<file path="src/hw/pstx_pkg.sv">
// pstx_pkg: constants and types for the sensor link transmitter
package pstx_pkg;
  // apb register byte offsets
  localparam logic [7:0] ADDR_CFG = 8'h00;
  localparam logic [7:0] ADDR_DATA = 8'h04;
  localparam logic [7:0] ADDR_STATUS = 8'h08;
  localparam logic [7:0] ADDR_ERR = 8'h0C;
  // config field positions
  localparam int CFG_CRC = 0;
  localparam int CFG_EMSG = 1;
  localparam int CFG_DEXT = 2;
  localparam int CFG_PDEN = 3;
  localparam int CFG_PROG = 4;
  localparam int CFG_INIT1 = 5;
  localparam int CFG_DAISY = 6;
  localparam int CFG_RUN = 7;
  localparam int CFG_FMT = 8;
  localparam int CFG_BLANK = 12;
  localparam int CFG_SEL = 16;
  localparam logic [31:0] CFG_RESET = 32'h0000_0060;
  // data source selects
  localparam logic [2:0] SEL_SENSOR = 3'h0;
  localparam logic [2:0] SEL_STATUS = 3'h1;
  localparam logic [2:0] SEL_ERROR = 3'h2;
  localparam logic [2:0] SEL_INITD = 3'h3;
  localparam logic [2:0] SEL_INITID = 3'h4;
  // data word codes
  localparam logic [9:0] CODE_BUSY = 10'h1E8;
  localparam logic [9:0] CODE_READY = 10'h1E7;
  localparam logic [9:0] CODE_UNLOCK = 10'h1E6;
  localparam logic [9:0] CODE_RC_OK = 10'h1E1;
  localparam logic [9:0] CODE_RC_ERR = 10'h1E2;
  localparam logic [9:0] CODE_COMM = 10'h1EF;
  localparam logic [9:0] CODE_TEST = 10'h1EE;
  localparam logic [9:0] CODE_PRESS = 10'h1ED;
  localparam logic [9:0] CODE_TEMP = 10'h1EC;
  localparam logic [9:0] CODE_MEM = 10'h1EB;
  localparam logic [9:0] CODE_SELFT = 10'h1EA;
  localparam logic [9:0] CODE_DEFECT = 10'h1F4;
  localparam logic [9:0] CODE_NIB_BASE = 10'h210;
  localparam logic [9:0] CODE_ID_BASE = 10'h200;
  localparam logic [9:0] SENS_MAX = 10'h133;
  localparam logic [9:0] SENS_MIN = 10'h39A;
  localparam logic [9:0] SENS_MAX_EXT = 10'h1E0;
  localparam logic [9:0] SENS_MIN_EXT = 10'h220;
  localparam logic [2:0] CRC_SEED = 3'h7;
  localparam logic [3:0] CRC_POLY = 4'hB;
  localparam int DATA_BITS = 10;
  // timing in ns at 100 ns clock
  localparam int CLK_NS = 100;
  localparam int SAMPLE_NS = 200;
  localparam int QUAL_NS = 6000;
  localparam int LPF_RST_NS = 2000;
  localparam int PD_DLY_NS = 10000;
  localparam int PD_ON_NS = 20000;
  localparam int BLANK_STEP_NS = 50000;
  localparam int BIT_NS = 8000;
  localparam int SAMPLE_DIV = (SAMPLE_NS + CLK_NS - 1) / CLK_NS;
  localparam int QUAL_SMP = (QUAL_NS + SAMPLE_NS - 1) / SAMPLE_NS;
  localparam int LPF_SMP = (LPF_RST_NS + SAMPLE_NS - 1) / SAMPLE_NS;
  localparam int PD_DLY_SMP = (PD_DLY_NS + SAMPLE_NS - 1) / SAMPLE_NS;
  localparam int PD_ON_SMP = (PD_ON_NS + SAMPLE_NS - 1) / SAMPLE_NS;
  localparam int BLANK_SMP = (BLANK_STEP_NS + SAMPLE_NS - 1) / SAMPLE_NS;
  localparam int HALF_BIT = BIT_NS / (2 * CLK_NS);
  localparam int MIN_SYNC_SMP = 10;
  typedef enum logic [1:0] {PSTX_IDLE, PSTX_QUAL, PSTX_BLANK} pstx_sync_e;
endpackage

</file>
<file path="src/hw/pstx_top.sv">
// pstx_top: sync detector, pulldown and manchester frame sender
//
// The implementer's own choices: the register offsets and the APB slave port.
`timescale 1ns/1ns
`default_nettype none
module pstx_top
  import pstx_pkg::*;
#(
  parameter int MIN_SYNC = MIN_SYNC_SMP
) (
  input wire logic pclk,
  input wire logic presetn,
  input wire logic psel,
  input wire logic penable,
  input wire logic pwrite,
  input wire logic [7:0] paddr,
  input wire logic [31:0] pwdata,
  output logic [31:0] prdata,
  output logic pready,
  output logic pslverr,
  input wire logic sync_comp,
  output logic sync_valid,
  output logic filter_reset,
  output logic mod_current
);
  initial begin
    if (MIN_SYNC < 1 || MIN_SYNC >= QUAL_SMP) $error("MIN_SYNC out of range");
  end

  typedef struct packed {
    logic [31:0] cfg;
    logic [9:0] data;
    logic [7:0] errs;
    logic [31:0] rdata;
    logic rdy;
    logic err;
    logic s1;
    logic s2;
    logic s_prev;
    logic [3:0] div;
    pstx_sync_e st;
    logic [7:0] cnt;
    logic [15:0] tmr;
    logic [7:0] lpf;
    logic sv;
    logic pd;
    logic [4:0] nbit;
    logic [15:0] sh;
    logic [7:0] hcnt;
    logic half;
    logic mod;
    logic drv;
    logic busy;
    logic pend;
    logic [7:0] frames;
  } pstx_s;

  pstx_s q, d;

  function automatic logic [2:0] crc3(input logic [9:0] w);
    logic [2:0] r;
    logic fb;
    r = CRC_SEED;
    for (int i = 0; i < DATA_BITS + 3; i++) begin
      fb = r[2];
      r = {r[1:0], (i < DATA_BITS) ? w[i] : 1'b0};
      if (fb) r = r ^ CRC_POLY[2:0];
    end
    return r;
  endfunction

  function automatic logic [9:0] map_word(input logic [31:0] c, input logic [9:0] v,
                                          input logic [7:0] e);
    logic [9:0] w;
    logic [9:0] hi;
    logic [9:0] lo;
    w = v;
    hi = c[CFG_DEXT] ? SENS_MAX_EXT : SENS_MAX;
    lo = c[CFG_DEXT] ? SENS_MIN_EXT : SENS_MIN;
    case (c[CFG_SEL +: 3])
      SEL_SENSOR: begin
        if (!v[9] && v > hi) w = hi;
        else if (v[9] && v < lo) w = lo;
      end
      SEL_STATUS: begin
        case (v[2:0])
          3'h0: w = CODE_BUSY;
          3'h1: w = CODE_READY;
          3'h2: w = CODE_UNLOCK;
          3'h3: w = CODE_RC_OK;
          default: w = CODE_RC_ERR;
        endcase
      end
      SEL_ERROR: begin
        if (e[5]) w = CODE_SELFT;
        else if (!c[CFG_EMSG]) w = CODE_DEFECT;
        else if (e[0]) w = CODE_COMM;
        else if (e[1]) w = CODE_TEST;
        else if (e[2]) w = CODE_PRESS;
        else if (e[3]) w = CODE_TEMP;
        else w = CODE_MEM;
      end
      SEL_INITD: w = CODE_NIB_BASE | {6'h00, v[3:0]};
      SEL_INITID: w = CODE_ID_BASE | {6'h00, v[3:0]};
      default: w = v;
    endcase
    return w;
  endfunction

  logic [9:0] word;
  logic [2:0] chk;
  logic use_crc;
  logic [4:0] flen;
  logic [9:0] fmask;
  logic tick;
  logic pd_allow;
  logic [15:0] blank_len;

  always_comb begin
    d = q;
    word = map_word(q.cfg, q.data, q.errs);
    fmask = 10'h3FF >> (4'd10 - ((q.cfg[CFG_FMT +: 4] > 4'd10 || q.cfg[CFG_FMT +: 4] == 4'd0)
            ? 4'd10 : q.cfg[CFG_FMT +: 4]));
    word = word & fmask;
    use_crc = q.cfg[CFG_CRC];
    chk = use_crc ? crc3(word) : {2'b00, ^word};
    flen = use_crc ? 5'd15 : 5'd13;
    tick = (q.div == 4'(SAMPLE_DIV - 1));
    pd_allow = q.cfg[CFG_PDEN] && !q.cfg[CFG_PROG] && !q.cfg[CFG_INIT1]
               && !(q.cfg[CFG_DAISY] && !q.cfg[CFG_RUN]);
    blank_len = 16'(BLANK_SMP) * 16'({1'b0, q.cfg[CFG_BLANK +: 4]} + 5'd1);
    // apb slave, zero wait
    d.rdy = psel && !penable;
    d.err = 1'b0;
    if (psel && !penable) begin
      d.rdata = 32'h0000_0000;
      if (paddr == ADDR_CFG) d.rdata = q.cfg;
      else if (paddr == ADDR_DATA) d.rdata = {22'h00_0000, q.data};
      else if (paddr == ADDR_STATUS) d.rdata = {16'h0000, q.frames, 4'h0, q.busy,
                                                q.pd, q.st};
      else if (paddr == ADDR_ERR) d.rdata = {24'h00_0000, q.errs};
      else d.err = 1'b1;
      if (pwrite) begin
        if (paddr == ADDR_CFG) d.cfg = pwdata;
        else if (paddr == ADDR_DATA) d.data = pwdata[9:0];
        else if (paddr == ADDR_ERR) d.errs = pwdata[7:0];
      end
    end
    // sample clock divider
    d.s1 = sync_comp;
    d.s2 = q.s1;
    d.div = tick ? 4'h0 : q.div + 4'h1;
    d.sv = 1'b0;
    if (tick) begin
      d.s_prev = q.s2;
      if (q.lpf != 8'h00) d.lpf = q.lpf - 8'h01;
      if (q.st != PSTX_IDLE) d.tmr = q.tmr + 16'h0001;
      case (q.st)
        PSTX_IDLE: begin
          if (q.s2 && !q.s_prev) begin
            d.st = PSTX_QUAL;
            d.cnt = 8'h01;
            d.tmr = 16'h0001;
          end
        end
        PSTX_QUAL: begin
          if (q.s2) d.cnt = q.cnt + 8'h01;
          if (q.tmr == 16'(QUAL_SMP)) begin
            if (q.cnt > 8'(MIN_SYNC)) begin
              d.sv = 1'b1;
              d.st = PSTX_BLANK;
              d.cnt = 8'h00;
              d.lpf = 8'(LPF_SMP);
              if (!q.busy) d.pend = 1'b1;
            end else begin
              d.st = PSTX_IDLE;
              d.tmr = 16'h0000;
              d.cnt = 8'h00;
              d.s_prev = 1'b0;
            end
          end
        end
        PSTX_BLANK: begin
          d.cnt = 8'h00;
          if (q.tmr >= blank_len) begin
            d.st = PSTX_IDLE;
            d.tmr = 16'h0000;
          end
        end
        default: d.st = PSTX_IDLE;
      endcase
      // pulldown window referenced to the time reference
      d.pd = pd_allow && q.st == PSTX_BLANK && q.tmr >= 16'(PD_DLY_SMP)
             && q.tmr < 16'(PD_DLY_SMP + PD_ON_SMP);
    end
    // manchester frame sender
    if (!q.busy && q.pend) begin
      d.pend = 1'b0;
      d.busy = 1'b1;
      d.nbit = 5'h00;
      d.half = 1'b0;
      d.hcnt = 8'h00;
      d.sh = 16'h0000;
      d.sh[1:0] = 2'b00;
      d.sh[11:2] = word;
      d.sh[14:12] = use_crc ? {chk[0], chk[1], chk[2]} : {2'b00, chk[0]};
      d.mod = 1'b0;
    end else if (q.busy) begin
      if (q.hcnt == 8'(HALF_BIT - 1)) begin
        d.hcnt = 8'h00;
        if (!q.half) begin
          d.half = 1'b1;
          d.mod = !q.sh[q.nbit[3:0]];
        end else begin
          d.half = 1'b0;
          if (q.nbit == flen - 5'd1) begin
            d.busy = 1'b0;
            d.mod = 1'b0;
            d.frames = q.frames + 8'h01;
          end else begin
            d.nbit = q.nbit + 5'd1;
            d.mod = q.sh[q.nbit[3:0] + 4'h1];
          end
        end
      end else begin
        d.hcnt = q.hcnt + 8'h01;
      end
    end
    // pulldown shares the modulation sink
    d.drv = d.mod || d.pd;
  end

  always_ff @(posedge pclk or negedge presetn) begin
    if (!presetn) begin
      q <= '0;
      q.cfg <= CFG_RESET;
      q.st <= PSTX_IDLE;
    end else begin
      q <= d;
    end
  end

  assign prdata = q.rdata;
  assign pready = q.rdy;
  assign pslverr = q.err;
  assign sync_valid = q.sv;
  assign filter_reset = q.lpf != 8'h00;
  assign mod_current = q.drv;

  crc_zero_a: assert property (@(posedge pclk) disable iff (!presetn)
    crc3(10'h000) == 3'b110 && crc3(10'h3FF) == 3'b100) else $error("crc vector");
  pd_block_a: assert property (@(posedge pclk) disable iff (!presetn)
    q.pd |-> $past(pd_allow)) else $error("pulldown while forbidden");
  sv_blank_a: assert property (@(posedge pclk) disable iff (!presetn)
    q.sv |-> q.st == PSTX_BLANK && filter_reset) else $error("valid without blank");
  frame_len_a: assert property (@(posedge pclk) disable iff (!presetn)
    q.busy |-> q.nbit < 5'd15) else $error("frame too long");
  idle_mod_a: assert property (@(posedge pclk) disable iff (!presetn)
    !q.busy && !$past(q.busy) |-> !q.mod) else $error("not idle");

  sv_pulse_a: assert property (
    @(posedge pclk) disable iff (!presetn)
    q.sv
    |=> !q.sv
  ) else $error("valid sync longer than one cycle");

  lpf_load_a: assert property (
    @(posedge pclk) disable iff (!presetn)
    q.sv
    |-> q.lpf == 8'(LPF_SMP)
  ) else $error("filter reset not loaded");

  blank_clear_a: assert property (
    @(posedge pclk) disable iff (!presetn)
    q.st == PSTX_BLANK
    |-> q.cnt == 8'h00
  ) else $error("counter active while blanked");

  idle_tmr_a: assert property (
    @(posedge pclk) disable iff (!presetn)
    q.st == PSTX_IDLE
    |-> q.tmr == 16'h0000
  ) else $error("timer running while idle");

  pd_drive_a: assert property (
    @(posedge pclk) disable iff (!presetn)
    q.pd
    |-> mod_current
  ) else $error("pulldown without sink current");

  mid_bit_a: assert property (
    @(posedge pclk) disable iff (!presetn)
    q.busy && !q.half && q.hcnt == 8'(HALF_BIT - 1)
    |=> q.mod != $past(q.mod)
  ) else $error("no mid-bit transition");

  boundary_a: assert property (
    @(posedge pclk) disable iff (!presetn)
    q.busy && q.half && q.hcnt == 8'(HALF_BIT - 1) && q.nbit != flen - 5'd1
      && q.sh[q.nbit[3:0]] == q.sh[q.nbit[3:0] + 4'h1]
    |=> q.mod != $past(q.mod)
  ) else $error("no boundary transition");

  frame_start_a: assert property (
    @(posedge pclk) disable iff (!presetn)
    !q.busy && q.pend
    |=> q.busy && q.nbit == 5'h00 && q.sh[1:0] == 2'b00
  ) else $error("frame start wrong");

  lsb_first_a: assert property (
    @(posedge pclk) disable iff (!presetn)
    !q.busy && q.pend
    |=> q.sh[11:2] == $past(word)
  ) else $error("data word misplaced");

  parity_even_a: assert property (
    @(posedge pclk) disable iff (!presetn)
    !q.busy && q.pend && !use_crc
    |=> ^q.sh[12:2] == 1'b0
  ) else $error("parity not even");

  crc_order_a: assert property (
    @(posedge pclk) disable iff (!presetn)
    !q.busy && q.pend && use_crc
    |=> q.sh[14:12] == {$past(chk[0]), $past(chk[1]), $past(chk[2])}
  ) else $error("crc bits misplaced");

  qual_enter_a: assert property (
    @(posedge pclk) disable iff (!presetn)
    tick && q.st == PSTX_IDLE && q.s2 && !q.s_prev
    |=> q.st == PSTX_QUAL && q.cnt == 8'h01
  ) else $error("candidate not started");

  fail_idle_a: assert property (
    @(posedge pclk) disable iff (!presetn)
    tick && q.st == PSTX_QUAL && q.tmr == 16'(QUAL_SMP) && q.cnt <= 8'(MIN_SYNC)
    |=> q.st == PSTX_IDLE
  ) else $error("failed candidate not re-armed");

  valid_qual_a: assert property (
    @(posedge pclk) disable iff (!presetn)
    q.sv
    |-> $past(q.cnt) > 8'(MIN_SYNC)
  ) else $error("valid sync below limit");

  fmt_mask_a: assert property (
    @(posedge pclk) disable iff (!presetn)
    !q.busy && q.pend
    |=> (q.sh[11:2] & ~$past(fmask)) == 10'h000
  ) else $error("field size not applied");
endmodule // pstx_top
`default_nettype wire

</file>
<file path="config.mk">
export PLATFORM = sky130hd
export DESIGN_NAME = pstx_top
export DESIGN_NICKNAME = d
export VERILOG_FILES = /design/src/hw/pstx_pkg.sv /design/src/hw/pstx_top.sv
export SDC_FILE = /design/constraint.sdc
export NUM_CORES = 1
export LEC_CHECK = 0
export ABC_AREA = 1
export BUFFER_PORTS_ARGS = -buffer_cell sky130_fd_sc_hd__buf_4
export CORE_MARGIN = 1
export CORE_UTILIZATION = 50
export CTS_CLUSTER_DIAMETER = 50
export DETAILED_ROUTE_END_ITERATION = 16
export PLACE_DENSITY = 0.79
export SLEW_MARGIN = 25
export SYNTH_ARGS = -nofsm -noshare
export SYNTH_HDL_FRONTEND = slang
export SYNTH_SLANG_ARGS = --single-unit
</file>
<file path="constraint.sdc">
create_clock -name pclk -period 5.1 [get_ports pclk]
set_input_delay 1.02 -clock pclk [delete_from_list [all_inputs] [get_ports pclk]]
set_output_delay 1.02 -clock pclk [all_outputs]
set_load 0.005 [all_outputs]
</file>
## After elaboration in Yosys (flattened, before gate mapping)

Cells that the tools add are included.

| storage, ports and cells | value |
|---|---|
| register bits after elaboration | 166 |
| logic and storage cells | 214 |
| output and inout port bits | 37 |

| cells by class | value |
|---|---|
| shift-type cells | 1 |
| bitwise logic cells | 17 |
| equality and inequality tests | 22 |
| reduce and logical (&&, ||, !) cells | 48 |
| $mul | 1 |
| muxes and demuxes | 80 |
| $add $sub $neg | 11 |
| order comparisons | 9 |

Operators by type and width:

| operator | number |
|---|---|
| $mux 16 | 5 |
| $pmux 24 s3 | 1 |
| $mux 10 | 5 |
| $pmux 10 s5 | 1 |
| $mux 8 | 5 |
| $mux 35 | 1 |
| $mux 5 | 7 |
| $mux 2 | 16 |
| $mux 32 | 1 |
| $mux 9 | 3 |
| $mux 26 | 1 |
| $not 2->2 | 13 |
| $add 8x1->8 const B | 3 |
| $mux 1 | 22 |
| $mux 3 | 6 |
| $add 16x1->16 const B | 1 |
| $eq 16x5->1 const B | 1 |
| $eq 8x4->1 const B | 2 |
| $ge 16x13->1 | 1 |
| $ge 16x6->1 const B | 1 |
| $lt 16x8->1 const B | 1 |
| $pmux 4 s4 | 1 |
| $reduce_and 4->1 | 4 |
| $reduce_bool 2->1 | 8 |
| 43 further kinds | 79 |

## Longest topological paths before layout

| logic depth | value |
|---|---|
| depth after elaboration | 34 |
| depth in mapped cells | 30 |
| gate-level depth less buffers | 30 |

## Worst setup path before layout

OpenSTA, ideal clock, no wires.

| timing | value |
|---|---|
| kind | register to register |
| from | reg q[149] in the netlist's numbering |
| to | reg q[63] in the netlist's numbering |
| arrival | 5.289 ns |
| stages on the path, launching flop included | 28 |
| data required time | 5.017 ns |
| slack | -0.271 ns |
| cells stage by stage | dfrtp_1 > ha_1 > xor2_1 > inv_1 > fa_1 > fa_1 > fa_1 > inv_1 > ha_1 > inv_1 > o21ai_0 > a21oi_1 > inv_1 > a21oi_1 > nor2_1 > o21a_1 > nor2_1 > xor2_1 > ha_1 > nand3_1 > nor2_1 > a211oi_1 > nand3_1 > nand3_1 > inv_1 > o21ai_0 > o21ai_0 > o21ai_0 |

| on the way | value |
|---|---|
| longest elaborated chain between the ends | 5 |

Ends and longest elaborated chain:

| item | RTL line | text |
|---|---|---|
| start: declaration | pstx_top.sv:58 | `pstx_s q, d;` |
| $add 4x1->5 | pstx_top.sv:131 | `blank_len = 16'(BLANK_SMP) * 16'({1'b0, q.cfg[CFG_BLANK +: 4]} + 5'd1);` |
| $mul 7x5->12 | pstx_top.sv:131 |  |
| $ge 16x13->1 | pstx_top.sv:185 | `if (q.tmr >= blank_len) begin` |
| $mux 16 | pstx_top.sv:185 |  |
| $pmux 24 s3 | pstx_top.sv:158 | `case (q.st)` |

Every way passes these cells.
A chain may end at the register's enable or synchronous reset.

## Worst setup path in the final report

| timing | value |
|---|---|
| from | reg q[149] in the netlist's numbering |
| to | reg q[52] in the netlist's numbering |

Same word-level chain as after synthesis.

==> out/metrics.csv <==
stage;metric;value;unit
worst_hold_path;hold_path_depth;0;
logic_synthesis;post_synth_and_or_nand_nor_area_fraction;24.3;%
power;ratio_of_total_power_to_cell_area;257;nW/um^2
grt;grt_pass1_wl;46.6;mm
critical_path;setup.worst_path.end_class;register;
logic_synthesis;synth.distinct_cells;57;
routing;met3_wirelength;1.82;mm
sta;finalCritPeriodShare;101;%
placement;finalWeightedCongestion;0.946;
die;fp.dieArea;22000;um^2
logic_synthesis;synth_fa_ha_area_share;8.17;%
placement;io_buffers;82;
cts;cts_made_buffers;17;
die;design.portCount;83;
critical_path;cp.arrival;5.50;ns
status;violations;negative setup slack;
routing;post_drt_via_cell_ratio;5.53;
layout;n_antenna_cell;0;
placement;placed_cells;1706;
cts;cts-htree-levels;4;
critical_path;critical_path.max_fanout;4;
cts;tritoncts;built;
critical_path;cp.required;5.47;ns
placement;hpwl;20.3;mm
layout;finish.cell_count_without_fillers;1764;
critical_path;ff2ff_path_depth;28;
layout;area_delta_synth_final;16.8;%
logic_synthesis;synthArstFlopShare;100;%
cts;clk-insertion-delay-late;0.44;ns
layout;final_util;59.6;%
sta;report.final.slew_viol_count;0;
sta;max_clock_freq;195;MHz
die;fp-row-count;53;
logic_synthesis;post_synthesis_compound_gate_area_fraction;13.9;%
grt;global_route.usage.total;26.7;%
grt;antenna_found_initial;0;
routing;num_vias;9760;
die;placeableCoreArea;21000;um^2
sta;postLayoutSetupSlackWorst;-0.0271;ns
sta;maxSlewHeadroom;46.7;%
sta;fin_worst_hold_slack;0.370;ns
logic_synthesis;postSynthCellCount;1392;
routing;highest_layer;met4;
routing;wirelength;28.7;mm
routing;wirelength_met1;12.7;mm
sta;worstMarginPinSlew;0.799;ns
grt;total_global_routing_overflow;0;
logic_synthesis;top_ff_cell_synth;sky130_fd_sc_hd__dfrtp_1;
die;floorplan.initialDensity;51.0;%
critical_path;timing.setup.critical_path_class;register to register;
sta;clock_skew;0.0115;ns
logic_synthesis;synth_top_family_by_area;simple AND/OR/NAND/NOR gates;
cts;ctsHoldBuffers;0;
sta;finalSetupTns;-0.0422;ns
layout;fraction_of_layout_instances_using_a_drive_strength_above_1;18.3;%
power;fin_total_pwr;3.22;mW
routing;wl_met2;13.4;mm
routing;detailed_route_drc_error_count;0;
run;max_cap_viol_count;0;
cts;cts.root.buffer_cell;sky130_fd_sc_hd__clkbuf_16;
layout;finalInstanceArea;12500;um^2
logic_synthesis;synth_xor_area_share;3.10;%
grt;grt_max_degree;86;
cts;cts.path.max_buffers;2;
logic_synthesis;postSynthNetCount;1502;
routing;dr_iter_0_viols;814;
logic_synthesis;synthesis.area;10700;um^2
sta;setup_repair_after_global_routing_missed_its_margin;true;
critical_path;cpMaxStageDelayCell;sky130_fd_sc_hd__fa_2;
sta;layout_min_cycle_time;5.13;ns
placement;placement.setup.worst_slack;-0.228;ns
logic_synthesis;edff_count_synth;0;
die;die_h;148;um
cts;clkSinkCount;166;
logic_synthesis;multiplexer_share_of_the_synthesized_area;1.25;%
grt;first_global_vias;9376;
routing;drt-wirelength-per-cell;16.3;um
logic_synthesis;ys.warnings.count;0;
sta;final-setup-viol-count;2;
sta;final_hold_viol_count;0;
routing;dr.pass1.iters;6;
layout;most-common-layout-cells;sky130_fd_sc_hd__nand2_1 (293), sky130_fd_sc_hd__inv_1 (180), sky130_fd_sc_hd__dfrtp_1 (163);
power;p_leak;6.28;nW
critical_path;critical_path.most_common_cell;sky130_fd_sc_hd__inv_2;
placement;place_area;11500;um^2
logic_synthesis;synth.yosys.seq_area_share;38.8;%
routing;postRouteAntennaNets;0;
die;fp.dieW;148;um
power;worst_voltage_drop_across_the_vdd_grid;248;uV
critical_path;cpPeakStageDelay;0.60;ns
critical_path;crit_path_start_kind;register;
status;outcome;finished with violations;
logic_synthesis;synth_seq_cells;166;
layout;mostFrequentLayoutCell;sky130_fd_sc_hd__nand2_1;
logic_synthesis;avg_synthesized_cell_area;7.70;um^2
worst_hold_path;path_type_of_the_worst_min_delay_path;register to register;
layout;final_net_count;1586;
cts;clk_pin_slew_worst_paths;0.07;ns
-- per-layer routing --
metal  track usage, %  vias up
met2             42.9      352
met4             9.79        0
li1                 -     4714
met1             36.4     4634
met5                0        -
met3             4.36       60
-- cell usage after synthesis, types with 9 or more instances --
library cell	n	area (um^2)
sky130_fd_sc_hd__nand2_1	298	1120
sky130_fd_sc_hd__inv_1	189	709
sky130_fd_sc_hd__dfrtp_1	164	4100
sky130_fd_sc_hd__nor2_1	113	424
sky130_fd_sc_hd__o21ai_0	108	541
sky130_fd_sc_hd__nand3_1	96	480
sky130_fd_sc_hd__a21oi_1	60	300
sky130_fd_sc_hd__ha_1	54	676
sky130_fd_sc_hd__buf_4	32	240
sky130_fd_sc_hd__xor2_1	30	263
sky130_fd_sc_hd__clkbuf_1	28	105
sky130_fd_sc_hd__nor3_1	22	110
sky130_fd_sc_hd__o22ai_1	19	119
sky130_fd_sc_hd__nand2_2	14	87.6
sky130_fd_sc_hd__nand4_1	14	87.6
sky130_fd_sc_hd__inv_2	11	41.3
sky130_fd_sc_hd__mux2_2	11	124
sky130_fd_sc_hd__fa_1	10	200
sky130_fd_sc_hd__o211ai_1	9	67.6
-- state kept, by name, indices dropped and copies added (netlist names) --
signal,cells
q,129
prdata,32
mod_current,1
d,1
sync_valid,1
pslverr,1
pready,1
-- worst paths after layout --
| check | slack [ns] | start | end |
|---|---|---|---|
| min in group asynchronous | 0.61 | presetn | q[78] |
| max in group asynchronous | 3.56 | presetn | q[149] |
| setup / recovery | -0.03 | q[149] | q[52] |
| hold / removal | 0.37 | d[83] | q[83] |
| setup reg to reg | -0.03 | q[149] | q[52] |
| hold reg to reg | 0.37 | d[83] | q[83] |
-- repair_timing --
item	in CTS	in global routing
resized for setup	24	37
endpoints found under the setup margin	17	17
pin swaps	22	26
buffers inserted	23	6
-- worst max-delay path, delay by kind of cell, from the launching register on --
family	cells	cell delay [ns]
xor+xnor	2	0.35
simple gates	8	0.82
flops	1	0.44
compound gates	6	0.82
fa+ha+maj	6	2.19
buf+inv	6	0.45
-- final cells by class --
type / instances / area [um^2]
clock buffers: 19 / 433
clock inverters: 13 / 145
fillers: 1813 / 8490
inverters: 203 / 764
multi-input cells: 960 / 5700
flip-flops and latches: 166 / 4160
well taps: 275 / 344
repair buffers: 128 / 988
-- cells by family after synthesis --
logic type               count (synthesis)
AO/OA/AOI/OAI                          254
XOR/XNOR                                38
adder cells (fa/ha/maj)                 64
buffers and inverters                  266
flip-flops                             166
multiplexers                            12
AND/OR/NAND/NOR                        592
-- power by group --
| part | internal, mW | total [mW] | switching, mW | leakage [nW] |
|---|---|---|---|---|
| clock network | 0.728 | 1.29 | 0.564 | 0.275 |
| registers | 1.35 | 1.39 | 0.0386 | 2.22 |
| logic | 0.208 | 0.536 | 0.327 | 3.78 |
Power figures use the tool's default switching activity.
